[config.mk]
export PLATFORM = sky130hd
export DESIGN_NAME = dah_alarm_handler
export DESIGN_NICKNAME = d
export VERILOG_FILES = /design/src/hw/dah_alarm_latch.v /design/src/hw/dah_alarm_handler.v
export VERILOG_INCLUDE_DIRS = /design/src /design/src/hw
export SDC_FILE = /design/constraint.sdc
export NUM_CORES = 1
export LEC_CHECK = 0
export BUFFER_PORTS_ARGS = -buffer_cell sky130_fd_sc_hd__buf_4
export CELL_PAD_IN_SITES_DETAIL_PLACEMENT = 1
export CELL_PAD_IN_SITES_GLOBAL_PLACEMENT = 2
export CORE_MARGIN = 1
export CORE_UTILIZATION = 30
export DETAILED_ROUTE_END_ITERATION = 16
export PLACE_DENSITY_LB_ADDON = 0.05
export SLEW_MARGIN = 20
export SYNTH_ARGS = -nofsm -noshare
export SYNTH_HDL_FRONTEND = slang
export SYNTH_SLANG_ARGS = --single-unit
[constraint.sdc]
create_clock -name core_clk -period 1.42 [get_ports core_clk]
set_input_delay 0.284 -clock core_clk [delete_from_list [all_inputs] [get_ports core_clk]]
set_output_delay 0.284 -clock core_clk [all_outputs]
set_load 0.02 [all_outputs]
[src/hw/dah_regs.vh]
// Constants for the drive alarm handler
// What this block does
// - Homed travel limit raises mechanical overtravel alarm
// - Over-limit speed/current or disabled wrap raises data alarm
// - Bad gear resolution alarm, power cycle clears
// - Wrap/gear conflict at power-up, power cycle clears
// - Bus error or non-operational state while operating raises alarm
// - Network module fault alarm, power cycle clears
// - Following error window, 1..30000, default 300
// - AC motor or small motor at 48V alarms
// - Any alarm drops outputs and removes excitation
// - Clear input with cause gone clears alarm, except gear, wrap and module alarms
// - Excite command at clear excites and sets command ready; ready output only while motion is not busy
`ifndef DAH_REGS_VH
`define DAH_REGS_VH
`define DAH_OFS_OVERLOAD_TIME 16'h4180
`define DAH_OFS_FOLLOW_ERR 16'h6065
`define DAH_RST_OVERLOAD_TIME 16'h0032
`define DAH_RST_FOLLOW_ERR 32'h0000012c
`define DAH_MIN_OVERLOAD_TIME 16'h0001
`define DAH_MAX_OVERLOAD_TIME 16'h012c
`define DAH_MIN_FOLLOW_ERR 32'h00000001
`define DAH_MAX_FOLLOW_ERR 32'h00007530
`define DAH_CODE_COMBINATION 8'h45
`define DAH_CODE_MECH_OVERTRAVEL 8'h6d
`define DAH_CODE_OP_DATA 8'h70
`define DAH_CODE_GEAR 8'h71
`define DAH_CODE_WRAP 8'h72
`define DAH_CODE_NET_BUS 8'h81
`define DAH_CODE_NET_MODULE 8'h82
`define DAH_NUM_ALARMS 7
`endif

[src/hw/dah_alarm_latch.v]
// Sticky alarm latch with selectable clear path
`timescale 1ns/1ps
module dah_alarm_latch #(
	parameter N = 7
) (
	input wire core_clk,
	input wire rst_b,
	input wire [N-1:0] cause,
	input wire [N-1:0] resettable,
	input wire clearPulse,
	output reg [N-1:0] latched
);
	integer i;
	always @(posedge core_clk or negedge rst_b) begin
		if (!rst_b) begin
			latched <= {N{1'b0}};
		end else begin
			for (i = 0; i < N; i = i + 1) begin
				// Live cause wins over a clear
				if (cause[i])
					latched[i] <= 1'b1;
				else if (clearPulse && resettable[i])
					latched[i] <= 1'b0;
			end
		end
	end
endmodule // dah_alarm_latch

[src/hw/dah_alarm_handler.v]
// Drive alarm handler top: causes, latch, clear handshake, settings
`timescale 1ns/1ps
`include "dah_regs.vh"
module dah_alarm_handler (
	input wire core_clk,
	input wire rst_b,
	input wire homed,
	input wire atMechLimit,
	input wire overProtectLimit,
	input wire wrapOpStart,
	input wire wrapEnabled,
	input wire gearResolutionBad,
	input wire powerUpCheck,
	input wire wrapGearConflict,
	input wire operating,
	input wire fieldbusCommError,
	input wire fieldbusOperational,
	input wire netModuleFault,
	input wire motorIsAc,
	input wire motorSmallFrame,
	input wire supply48v,
	input wire alarm_clear_in,
	input wire exciteCmd,
	input wire motionBusy,
	input wire regWrite,
	input wire [15:0] regIndex,
	input wire [31:0] regWdata,
	output reg [31:0] regRdata,
	output reg regError,
	output reg alarm_ok_out,
	output reg motionActiveOut,
	output reg drive_command_ready_out,
	output reg readyOut,
	output reg exciteOut,
	output reg motorStop,
	output reg [7:0] alarmCode,
	output reg [15:0] overloadTimeLimit,
	output reg [31:0] followingErrorLimit
);
	localparam N = `DAH_NUM_ALARMS;
	reg clearPrev;
	wire [N-1:0] latched;
	wire [N-1:0] cause;
	wire clearPulse;
	wire anyAlarm;
	reg [7:0] next_code;
	reg next_alarmOk;
	reg next_motionActive;
	reg next_driveCmdReady;
	reg next_ready;
	reg next_excite;
	reg next_motorStop;
	reg [31:0] next_regRdata;
	reg next_regError;
	reg [15:0] next_overloadTime;
	reg [31:0] next_followErr;
	wire hitOverload;
	wire hitFollow;
	wire okOverload;
	wire okFollow;

	// Shared limit test for both settings
	function inLimits;
		input [31:0] value;
		input [31:0] lo;
		input [31:0] hi;
		begin
			inLimits = (value >= lo) && (value <= hi);
		end
	endfunction

	// Bit order: combination, overtravel, data, gear, wrap, bus, module
	assign cause[0] = motorIsAc | (motorSmallFrame & supply48v);
	assign cause[1] = homed & atMechLimit;
	assign cause[2] = overProtectLimit | (wrapOpStart & ~wrapEnabled);
	assign cause[3] = gearResolutionBad;
	assign cause[4] = powerUpCheck & wrapGearConflict;
	assign cause[5] = operating & (fieldbusCommError | ~fieldbusOperational);
	assign cause[6] = netModuleFault;

	// Gear, wrap and module alarms ignore the clear input; only power-on reset ends them
	localparam [N-1:0] RESETTABLE = 7'b0100111;

	// Edge only, so a held input cannot re-clear later alarms
	assign clearPulse = alarm_clear_in & ~clearPrev;

	dah_alarm_latch #(.N(N)) uLatch (
		.core_clk(core_clk),
		.rst_b(rst_b),
		.cause(cause),
		.resettable(RESETTABLE),
		.clearPulse(clearPulse),
		.latched(latched)
	);

	assign anyAlarm = |latched;

	always @* begin
		next_code = 8'h00;
		if (latched[0]) next_code = `DAH_CODE_COMBINATION;
		else if (latched[1]) next_code = `DAH_CODE_MECH_OVERTRAVEL;
		else if (latched[2]) next_code = `DAH_CODE_OP_DATA;
		else if (latched[3]) next_code = `DAH_CODE_GEAR;
		else if (latched[4]) next_code = `DAH_CODE_WRAP;
		else if (latched[5]) next_code = `DAH_CODE_NET_BUS;
		else if (latched[6]) next_code = `DAH_CODE_NET_MODULE;
	end

	// Alarm forces the safe state; otherwise outputs follow the excite command
	always @* begin
		next_alarmOk = 1'b0;
		next_motionActive = 1'b0;
		next_driveCmdReady = 1'b0;
		next_ready = 1'b0;
		next_excite = 1'b0;
		next_motorStop = 1'b1;
		if (anyAlarm) begin
			next_alarmOk = 1'b0;
			next_motionActive = 1'b0;
			next_driveCmdReady = 1'b0;
			next_ready = 1'b0;
			next_excite = 1'b0;
			next_motorStop = 1'b1;
		end else begin
			next_alarmOk = 1'b1;
			next_excite = exciteCmd;
			next_ready = exciteCmd & ~motionBusy;
			next_driveCmdReady = exciteCmd;
			next_motionActive = exciteCmd & motionBusy;
			next_motorStop = ~exciteCmd;
		end
	end

	always @(posedge core_clk or negedge rst_b) begin
		if (!rst_b) begin
			clearPrev <= 1'b0;
			alarm_ok_out <= 1'b0;
			motionActiveOut <= 1'b0;
			drive_command_ready_out <= 1'b0;
			readyOut <= 1'b0;
			exciteOut <= 1'b0;
			motorStop <= 1'b1;
			alarmCode <= 8'h00;
		end else begin
			clearPrev <= alarm_clear_in;
			alarmCode <= next_code;
			alarm_ok_out <= next_alarmOk;
			motionActiveOut <= next_motionActive;
			drive_command_ready_out <= next_driveCmdReady;
			readyOut <= next_ready;
			exciteOut <= next_excite;
			motorStop <= next_motorStop;
		end
	end

	assign hitOverload = (regIndex == `DAH_OFS_OVERLOAD_TIME);
	assign hitFollow = (regIndex == `DAH_OFS_FOLLOW_ERR);
	// Full 32-bit compare, so stray upper bits also refuse the write
	assign okOverload = inLimits(regWdata, {16'h0000, `DAH_MIN_OVERLOAD_TIME},
		{16'h0000, `DAH_MAX_OVERLOAD_TIME});
	assign okFollow = inLimits(regWdata, `DAH_MIN_FOLLOW_ERR, `DAH_MAX_FOLLOW_ERR);

	// Settings; out-of-range writes are refused and flagged, value kept
	always @* begin
		next_overloadTime = overloadTimeLimit;
		next_followErr = followingErrorLimit;
		next_regRdata = {24'h000000, alarmCode};
		next_regError = 1'b0;
		if (hitOverload) begin
			next_regRdata = {16'h0000, overloadTimeLimit};
			if (regWrite) begin
				if (okOverload)
					next_overloadTime = regWdata[15:0];
				else
					next_regError = 1'b1;
			end
		end else if (hitFollow) begin
			next_regRdata = followingErrorLimit;
			if (regWrite) begin
				if (okFollow)
					next_followErr = regWdata;
				else
					next_regError = 1'b1;
			end
		end else begin
			// Unmapped reads show the active code, writes there are refused
			next_regError = regWrite;
		end
	end

	always @(posedge core_clk or negedge rst_b) begin
		if (!rst_b) begin
			overloadTimeLimit <= `DAH_RST_OVERLOAD_TIME;
			followingErrorLimit <= `DAH_RST_FOLLOW_ERR;
			regRdata <= 32'h00000000;
			regError <= 1'b0;
		end else begin
			overloadTimeLimit <= next_overloadTime;
			followingErrorLimit <= next_followErr;
			regRdata <= next_regRdata;
			regError <= next_regError;
		end
	end
endmodule // dah_alarm_handler

==> impl_metrics.yaml, run 1 <==
logic_synthesis:
  yosys.area_share.simple_pct: 14.7
  ys_async_sr_fraction_pct: 100
  synth.distinct_cells: 42
  ys_ff_latch: 102
  synth_top_area_share_pct: 60.1
  synth_top_family_by_area: "simple AND/OR/NAND/NOR gates"
  ys_warn_count: 0
  ys_seq_area_share_pct: 65.5
  synth_nets: 352
  synthCells: 283
  ys_dominant_reg_cell: "dfrtp_1"
  synth_common_cells: "dfrtp_1 (94), and2_1 (33), mux2_4 (13), nand2_1 (12), nor2_1 (12)"
  synth.most_common_cell: "dfrtp_1"
  synth_area_per_cell_sq_um: 13.8
  synthMuxAreaShare_pct: 10.2
  synth_top_cell_by_area: "dfrtp_1"
  synth-compound-area-share_pct: 6.75
  synth_adder_area_share_pct: 0
  syn_area_sq_mm: 0.00391
  synth_edf_count: 0
  synthXorXnorAreaFrac_pct: 0
  synthTopCellsByArea: "dfrtp_1 (60%), dfstp_2 (5.4%), and2_1 (5.3%)"
worst_hold_path:
  hold_path_end: "clearPrev$_DFF_PN0_"
  hold_path_class: "primary input to flip-flop"
  whs_path_depth: 1
  worstHoldStart: "alarm_clear_in"
pwr:
  p_per_area_mw_per_mm2: 971
  combPwrFrac_pct: 7.1
  p_switching_mw: 1.34
  p_leak_nw: 3.14
  ir_worst_vdd_mv: 0.479
  p_int_mw: 4.64
  p_sw_share_pct: 22.5
  p_seq_share_pct: 49.3
  pwr-share-clk_pct: 43.6
global_route:
  overflow: 0
  grt_pass1_vias: 3255
  grt_util_all_layers_pct: 17.5
  grt_max_degree: 47
  antenna_found_initial: 0
  grt_pass1_wl_um: 17600
setup_path:
  start_kind: "primary input"
  critical_path_class: "primary input to flip-flop"
  cp-end-kind: "flip-flop"
  cp.arrival_ns: 1.94
  path_max_fanout: 12
  reg2reg_slack_ns: 0.17
  worstReg2RegEnd: "readyOut$_DFF_PN0_"
  r2r_start: "uLatch.latched[0]$_DFFE_PN0P_"
  required_ns: 1.65
  rr_worst_depth: 5
die:
  ioPinCount: 164
  dieArea_sq_mm: 0.0135
  start_util_pct: 30.9
  die_w_um: 116
  core-area_sq_mm: 0.0127
  rows: 41
  die_h_um: 116
status:
  status: "finished, violations left"
  violations: "negative setup slack"
clock_network:
  ctsRootBufferMaster: "clkbuf_16"
  clock_latency_ns: 0.35
  cts_made_buffers: 9
  clockBufferDepth: 2
  clock_sinks: 102
  path_clk_slew_ns: 0.07
  cts_tree: "built"
  htree_levels: 3
timing:
  period_minus_slack_ns: 1.71
  worst_pin_slew_ns: 0.391
  slew_headroom_pct: 73.7
  tns_ns: -9.29
  holdWs_ns: 0.0494
  max_freq_mhz: 586
  finalSetupViolations: 47
  skew_ns: 0.00658
  drv_slew: 0
  hold_viol: 0
  rsz0062_at_grt: "yes"
  period_share_pct: 120
  layout_setup_ws_ns: -0.287
drt:
  drc_errors: 0
  vias_per_cell: 4.54
  wl_per_cell_um: 16.7
  firstDrtPassIters: 4
  ant_nets: 0
  via_count: 3028
  wirelength_um: 11100
  first_iter_violations: 103
placement:
  gp_congestion: 0.736
  hpwl_um: 8340
  post-place-ws_ns: -0.680
  portBuffers: 163
cells_and_area:
  register_area_sq_mm: 0.00256
  drive_above_1_share_pct: 55.8
  final.fill_count: 1351
  syn2layout_area_growth_pct: 57.5
  antennaDiodeCount: 0
  nets: 559
  multiInputGateArea_sq_mm: 0.00138
flow_run:
  drv_cap: 0
[worst max path at each step]
stage / from / endpoint / slack, ns
global placement: regWdata[15] / followingErrorLimit[1]$_DFFE_PN0P_ / -0.63
detailed placement: regWdata[21] / overloadTimeLimit[7]$_DFFE_PN0P_ / -0.68
finish: regWdata[15] / followingErrorLimit[1]$_DFFE_PN0P_ / -0.29
floorplan: regWdata[15] / overloadTimeLimit[6]$_DFFE_PN0P_ / -0.49
CTS: regWdata[15] / followingErrorLimit[1]$_DFFE_PN0P_ / -0.28
global route: regWdata[15] / followingErrorLimit[1]$_DFFE_PN0P_ / -0.33
[worst max-delay path, stage by stage]
cell and delay [ns]:
buf_6 0.09, or4_4 0.55, nor4_4 0.22, a211oi_2 0.14
o211ai_4 0.12, buf_12 0.19, mux2_2 0.34
[cell type report]
| type | instances | share of cell area [%] |
|---|---|---|
| Clock buffer | 11 | 4.10 |
| Clock inverter | 5 | 1.08 |
| Inverter | 7 | 0.426 |
| Multi-Input combinational cell | 163 | 22.5 |
| Sequential cell | 102 | 41.6 |
| Tap cell | 172 | 3.49 |
| Timing Repair Buffer | 207 | 26.9 |
[layer usage]
layer	GRT usage (%)	part of all wire [%]	vias to the layer above	wire, um
met2	29.4	51	82	5630
met3	4.88	5.3	11	591
met1	22.2	43	1542	4780
met4	4.87	1.2	0	129
li1	-	-	1393	-
met5	0	0	-	0
[per-stage QoR]
stage | utilization, % | total power, mW | std cells | cell area, sq um
floorplan | - | 3.07 | 283 | 3950
finish | 48.6 | 5.98 | 667 | 6160
detailed placement | 44.3 | 3.40 | 644 | 5610
global route | 48.6 | 6.21 | 667 | 6160
global placement | 44.3 | 3.39 | 644 | 5610
CTS | 48.1 | 6.05 | 666 | 6090
[state kept, by name (all words and copies together), names as in the netlist]
name,flops
alarmCode,8
alarm_ok_out,1
clearPrev,1
exciteOut,1
followingErrorLimit,32
motionActiveOut,1
motorStop,1
overloadTimeLimit,16
readyOut,1
regError,1
regRdata,32
uLatch.latched,7
[cells in the final DEF (no fill, tap or decap), types with 3 or more instances in the layout]
| master | Yosys | layout |
|---|---|---|
| nand4_1 | 3 | 3 |
| and2_1 | 33 | 32 |
| clkbuf_16 | 0 | 9 |
| mux2_4 | 13 | 22 |
| nor4_4 | 1 | 6 |
| buf_6 | 2 | 9 |
| nand2_1 | 12 | 12 |
| nor2b_1 | 7 | 7 |
| dfstp_2 | 8 | 8 |
| buf_4 | 3 | 191 |
| mux2i_1 | 8 | 8 |
| a22o_1 | 10 | 10 |
| buf_12 | 1 | 4 |
| dfrtp_1 | 94 | 94 |
| nor2_1 | 12 | 11 |
| inv_1 | 7 | 7 |
| a21oi_1 | 6 | 6 |
| o21ai_1 | 0 | 9 |
[power by group through the flow]
stage	registers [mW]	logic (mW)	clock network, mW
3_3_place_gp	3.00	0.390	0
4_1_cts	2.95	0.416	2.69
2_1_floorplan	3.02	0.0563	0
5_1_grt	2.95	0.461	2.80
3_5_place_dp	3.00	0.401	0
6_report	2.95	0.422	2.61
[timing repair]
action	CTS	global route
endpoints found under the setup margin	58	81
endpoints found under the hold margin	14	0
hold buffers	1	0
pin swaps	2	5
buffers inserted	5	1
resized for setup	28	11
[cells by family after synthesis]
group,count (synthesis)
DFF,102
and+or+nand+nor,95
AOI/OAI and AO/OA,36
muxes,32
buffers and inverters,18
(Power assumes the default switching activity.)
==> run 2: changes to the inputs <==
- TNS_END_PERCENT: not set -> 50
==> impl_metrics.yaml, run 2 (synthesis gave the netlist of run 1 again) <==
drt:
  wirelength_um: 11200
  via_count: 3026
  wl_per_cell_um: 16.8
  ant_nets: 0
  drc_errors: 0
  vias_per_cell: 4.54
  first_iter_violations: 70
  firstDrtPassIters: 4
timing:
  rsz0062_at_grt: "yes"
  period_minus_slack_ns: 1.76
  hold_viol: 0
  tns_ns: -10.02
  layout_setup_ws_ns: -0.335
  worst_pin_slew_ns: 0.387
  drv_slew: 0
  max_freq_mhz: 570
  slew_headroom_pct: 74.2
  finalSetupViolations: 48
  period_share_pct: 124
  skew_ns: 0.00614
setup_path:
  cp-end-kind: "flip-flop"
  slowest_delay_ns: 0.31
  cp_common_cell: "buf_6"
  required_ns: 1.64
  cp_cell_sequence: "buf_6 > buf_4 > and4bb_2 > and4b_1 > a31o_2 > o211ai_4 > buf_6 > mux2_4"
  cp.arrival_ns: 1.98
  start_kind: "primary input"
  critical_path_class: "primary input to flip-flop"
  path_buf_inv: 3
  path_max_fanout: 6
  critPathTopFamily: "compound AO/OA/AOI/OAI gates"
  slowest_stage: "mux2_4"
global_route:
  antenna_found_initial: 0
  grt_pass1_wl_um: 16800
  grt_max_degree: 34
  grt_util_all_layers_pct: 16.8
  overflow: 0
  grt_pass1_vias: 3153
cells_and_area:
  drive_above_1_share_pct: 58.2
  syn2layout_area_growth_pct: 59.0
  final.fill_count: 1347
  final_cell_mix: "buf_4 (186), dfrtp_1 (94), mux2_4 (24)"
  fin_util_pct: 49.1
  final_common_cell: "buf_4"
  reg.largest.list: "followingErrorLimit: 32 flops, regRdata: 32 flops, overloadTimeLimit: 16 flops"
  final_cells: 667
  antennaDiodeCount: 0
  nets: 559
placement:
  portBuffers: 163
  gp_congestion: 0.700
  numPlacedInstances: 644
  hpwl_um: 8290
pwr:
  p_total_mw: 5.95
  p_per_area_mw_per_mm2: 956
  ir_worst_vdd_mv: 0.488
  p_leak_nw: 3.16
die:
  core-area_sq_mm: 0.0127
  rows: 41
  dieArea_sq_mm: 0.0135
  ioPinCount: 164
  die_h_um: 116
  die_w_um: 116
  start_util_pct: 30.9
clock_network:
  cts_tree: "built"
  path_clk_slew_ns: 0.07
  clock_sinks: 102
  clock_latency_ns: 0.34
  cts_made_buffers: 9
  htree_levels: 3
  clockBufferDepth: 2
  ctsRootBufferMaster: "clkbuf_16"
status:
  violations: "negative setup slack"
  status: "finished, violations left"
worst_hold_path:
  hold_path_class: "primary input to flip-flop"
flow_run:
  drv_cap: 0
==> run 2: changes by cell type in the layout (fill, tap and decap cells not counted), moves of 2 or more <==
cell / delta
and2_1: -12
and2_4: +12
buf_4: -5
buf_6: +4
inv_6: +2
mux2_2: -2
mux2_4: +2
nor4_2: +2
==> run 2: layout make-up <==
cell class | count | area (sq um) | share of cell area (%)
Clock buffer | 10 | 239 | 3.84
Clock inverter | 6 | 76.3 | 1.23
Inverter | 7 | 26.3 | 0.422
Multi-Input combinational cell | 163 | 1410 | 22.7
Sequential cell | 102 | 2560 | 41.2
Tap cell | 172 | 215 | 3.46
Timing Repair Buffer | 207 | 1690 | 27.1
==> run 2: final timing paths <==
path	start	end	cells after the start	slack, ns
setup reg to reg	uLatch.latched[3]$_DFFE_PN0P_	readyOut$_DFF_PN0_	5	0.15
hold reg to reg	uLatch.latched[0]$_DFFE_PN0P_	alarmCode[5]$_DFF_PN0_	1	0.49
min in group asynchronous	rst_b	followingErrorLimit[1]$_DFFE_PN0P_	2	0.42
hold / removal	alarm_clear_in	clearPrev$_DFF_PN0_	1	0.06
max in group asynchronous	rst_b	followingErrorLimit[8]$_DFFE_PN1P_	3	0.39
setup / recovery	regWdata[10]	followingErrorLimit[4]$_DFFE_PN0P_	8	-0.34
==> run 2: timing repair <==
item | CTS | global route
hold endpoints to repair | 21 | 0
setup buffers | 5 | 3
gates cloned | 1 | 1
resized for setup | 27 | 33
hold buffers | 1 | 0
pin swaps | 9 | 14
endpoints found under the setup margin | 64 | 58
==> run 2: where the power goes <==
group	leakage, nW	total, mW	switching [mW]	internal [mW]
registers	1.33	2.95	0.0188	2.93
clock network	0.156	2.57	1.12	1.45
logic	1.68	0.432	0.199	0.233
==> run 2: metrics by stage <==
step                worst slack [ns]  hold WS, ns  instance area [sq um]
finish                        -0.335       0.0571                   6220
global route                  -0.379       0.0445                   6220
CTS                           -0.421       0.0433                   6090
detailed placement            -0.798        0.240                   5610
global placement              -0.742        0.237                   5610
floorplan                     -0.492      -0.0116                   3950
==> run 2: worst reg2reg max path, delay by kind of cell, from the launching register on <==
family           cells  cell delay (ns)
DFF                  1             0.43
and+or+nand+nor      5             0.78
==> run 2: layer usage <==
metal  vias up  wire length [um]  GRT usage (%)
li1       1400                 -              -
met1      1521              4750           20.6
met2        96              5580           28.9
met3         9               759           4.31
met4         0               117           5.13
met5         -                 0              0
==> run 3: changes to the inputs <==
- CORE_ASPECT_RATIO: not set -> 2
==> impl_metrics.yaml, run 3 (synthesis gave the netlist of run 1 again) <==
worst_hold_path:
  hold_path_class: "primary input to flip-flop"
  whs_path_depth: 1
cells_and_area:
  final_cell_mix: "buf_4 (196), dfrtp_1 (94), and2_1 (33)"
  final_common_cell: "buf_4"
  nets: 559
  fin_area_sq_mm: 0.00608
  antennaDiodeCount: 0
  syn2layout_area_growth_pct: 55.5
  reg.largest.list: "followingErrorLimit: 32 flops, regRdata: 32 flops, overloadTimeLimit: 16 flops"
  final_cells: 645
  drive_above_1_share_pct: 55.8
timing:
  worst_pin_slew_ns: 0.325
  skew_ns: 0.0108
  max_freq_mhz: 577
  drv_slew: 0
  period_share_pct: 122
  hold_viol: 0
  period_minus_slack_ns: 1.73
  slew_headroom_pct: 78.2
  finalSetupViolations: 48
  layout_setup_ws_ns: -0.313
  rsz0062_at_grt: "yes"
  tns_ns: -11.65
pwr:
  p_total_mw: 5.77
  p_per_area_mw_per_mm2: 948
  p_leak_nw: 3.11
  ir_worst_vdd_mv: 0.574
status:
  status: "finished, violations left"
  violations: "negative setup slack"
drt:
  wirelength_um: 12000
  vias_per_cell: 4.66
  first_iter_violations: 86
  wl_per_cell_um: 18.6
  drc_errors: 0
  ant_nets: 0
  firstDrtPassIters: 3
  via_count: 3006
placement:
  post-place-ws_ns: -0.712
  portBuffers: 163
  hpwl_um: 9260
  numPlacedInstances: 622
  gp_congestion: 0.721
  dpl-instance-area_sq_mm: 0.00557
setup_path:
  cp.arrival_ns: 1.96
  start_kind: "primary input"
  critical_path_class: "primary input to flip-flop"
  required_ns: 1.65
  path_max_fanout: 5
  cp-end-kind: "flip-flop"
  rr_worst_depth: 6
die:
  die_h_um: 164
  start_util_pct: 31.0
  core-area_sq_mm: 0.0126
  die_w_um: 82.8
  dieArea_sq_mm: 0.0135
  rows: 58
  ioPinCount: 164
clock_network:
  htree_levels: 3
  ctsRootBufferMaster: "clkbuf_16"
  clock_latency_ns: 0.35
  path_clk_slew_ns: 0.07
  cts_tree: "built"
  cts_made_buffers: 9
  clock_sinks: 102
  clockBufferDepth: 2
flow_run:
  drv_cap: 0
global_route:
  grt_pass1_vias: 3370
  grt_util_all_layers_pct: 18.7
  antenna_found_initial: 0
  grt_max_degree: 29
  overflow: 0
  grt_pass1_wl_um: 18200
[run 3: cell count changes in the layout (fill, tap and decap cells not counted), sizes merged]
cell / before / now
clkbuf: 11 / 10
bufinv: 1 / 0
clkinvlp: 0 / 1
clkinv: 2 / 3
[run 3: area by class of cell]
class,instances,area (sq um)
clock inverter,7,65.1
inverter,7,26.3
timing repair buffer,207,1630
fill,1368,6540
multi-input combinational,163,1380
clock buffer,9,225
tap,150,188
sequential,102,2560
[run 3: critical path, stage by stage]
cell       delay, ns
buf_6           0.09
or4_4           0.54
nor4_4          0.25
and4_4          0.33
clkbuf_16       0.17
mux2_4          0.29
[run 3: metal layers]
layer | global-route usage [%] | vias to the layer above | part of all wire (%)
met4 | 5.41 | 0 | 1.2
li1 | - | 1391 | -
met1 | 17.9 | 1510 | 32
met5 | 0 | - | 0
met3 | 4.53 | 9 | 5.4
met2 | 37.0 | 96 | 61
[run 3: stage by stage]
stage / util (%) / hold WS (ns)
after global placement: 44.1 / 0.199
final: 48.2 / 0.0573
after global routing: 48.2 / 0.0463
after floorplan: - / -0.0116
after CTS: 47.1 / 0.0425
after detailed placement: 44.1 / 0.193
[run 3: worst paths after layout]
check	start	endpoint	slack, ns
max	regWdata[15]	overloadTimeLimit[0]$_DFFE_PN0P_	-0.31
min	alarm_clear_in	clearPrev$_DFF_PN0_	0.06
max reg2reg	uLatch.latched[3]$_DFFE_PN0P_	readyOut$_DFF_PN0_	0.13
min reg2reg	uLatch.latched[0]$_DFFE_PN0P_	alarmCode[5]$_DFF_PN0_	0.49
max in group asynchronous	rst_b	followingErrorLimit[3]$_DFFE_PN1P_	0.49
min in group asynchronous	rst_b	regRdata[24]$_DFF_PN0_	0.36
[run 3: power breakdown]
group	internal (mW)	switching, mW
clock	1.23	1.17
combinational	0.220	0.201
sequential	2.93	0.0179
[run 3: timing repair]
| action | 4_1_cts | 5_1_grt |
|---|---|---|
| endpoints found under the setup margin | 58 | 53 |
| buffers inserted | 2 | 3 |
| gates resized for setup | 16 | 16 |
| hold buffers | 1 | 0 |
| endpoints found under the hold margin | 12 | 0 |
| pin swaps | 2 | 3 |
| cloned | 0 | 1 |
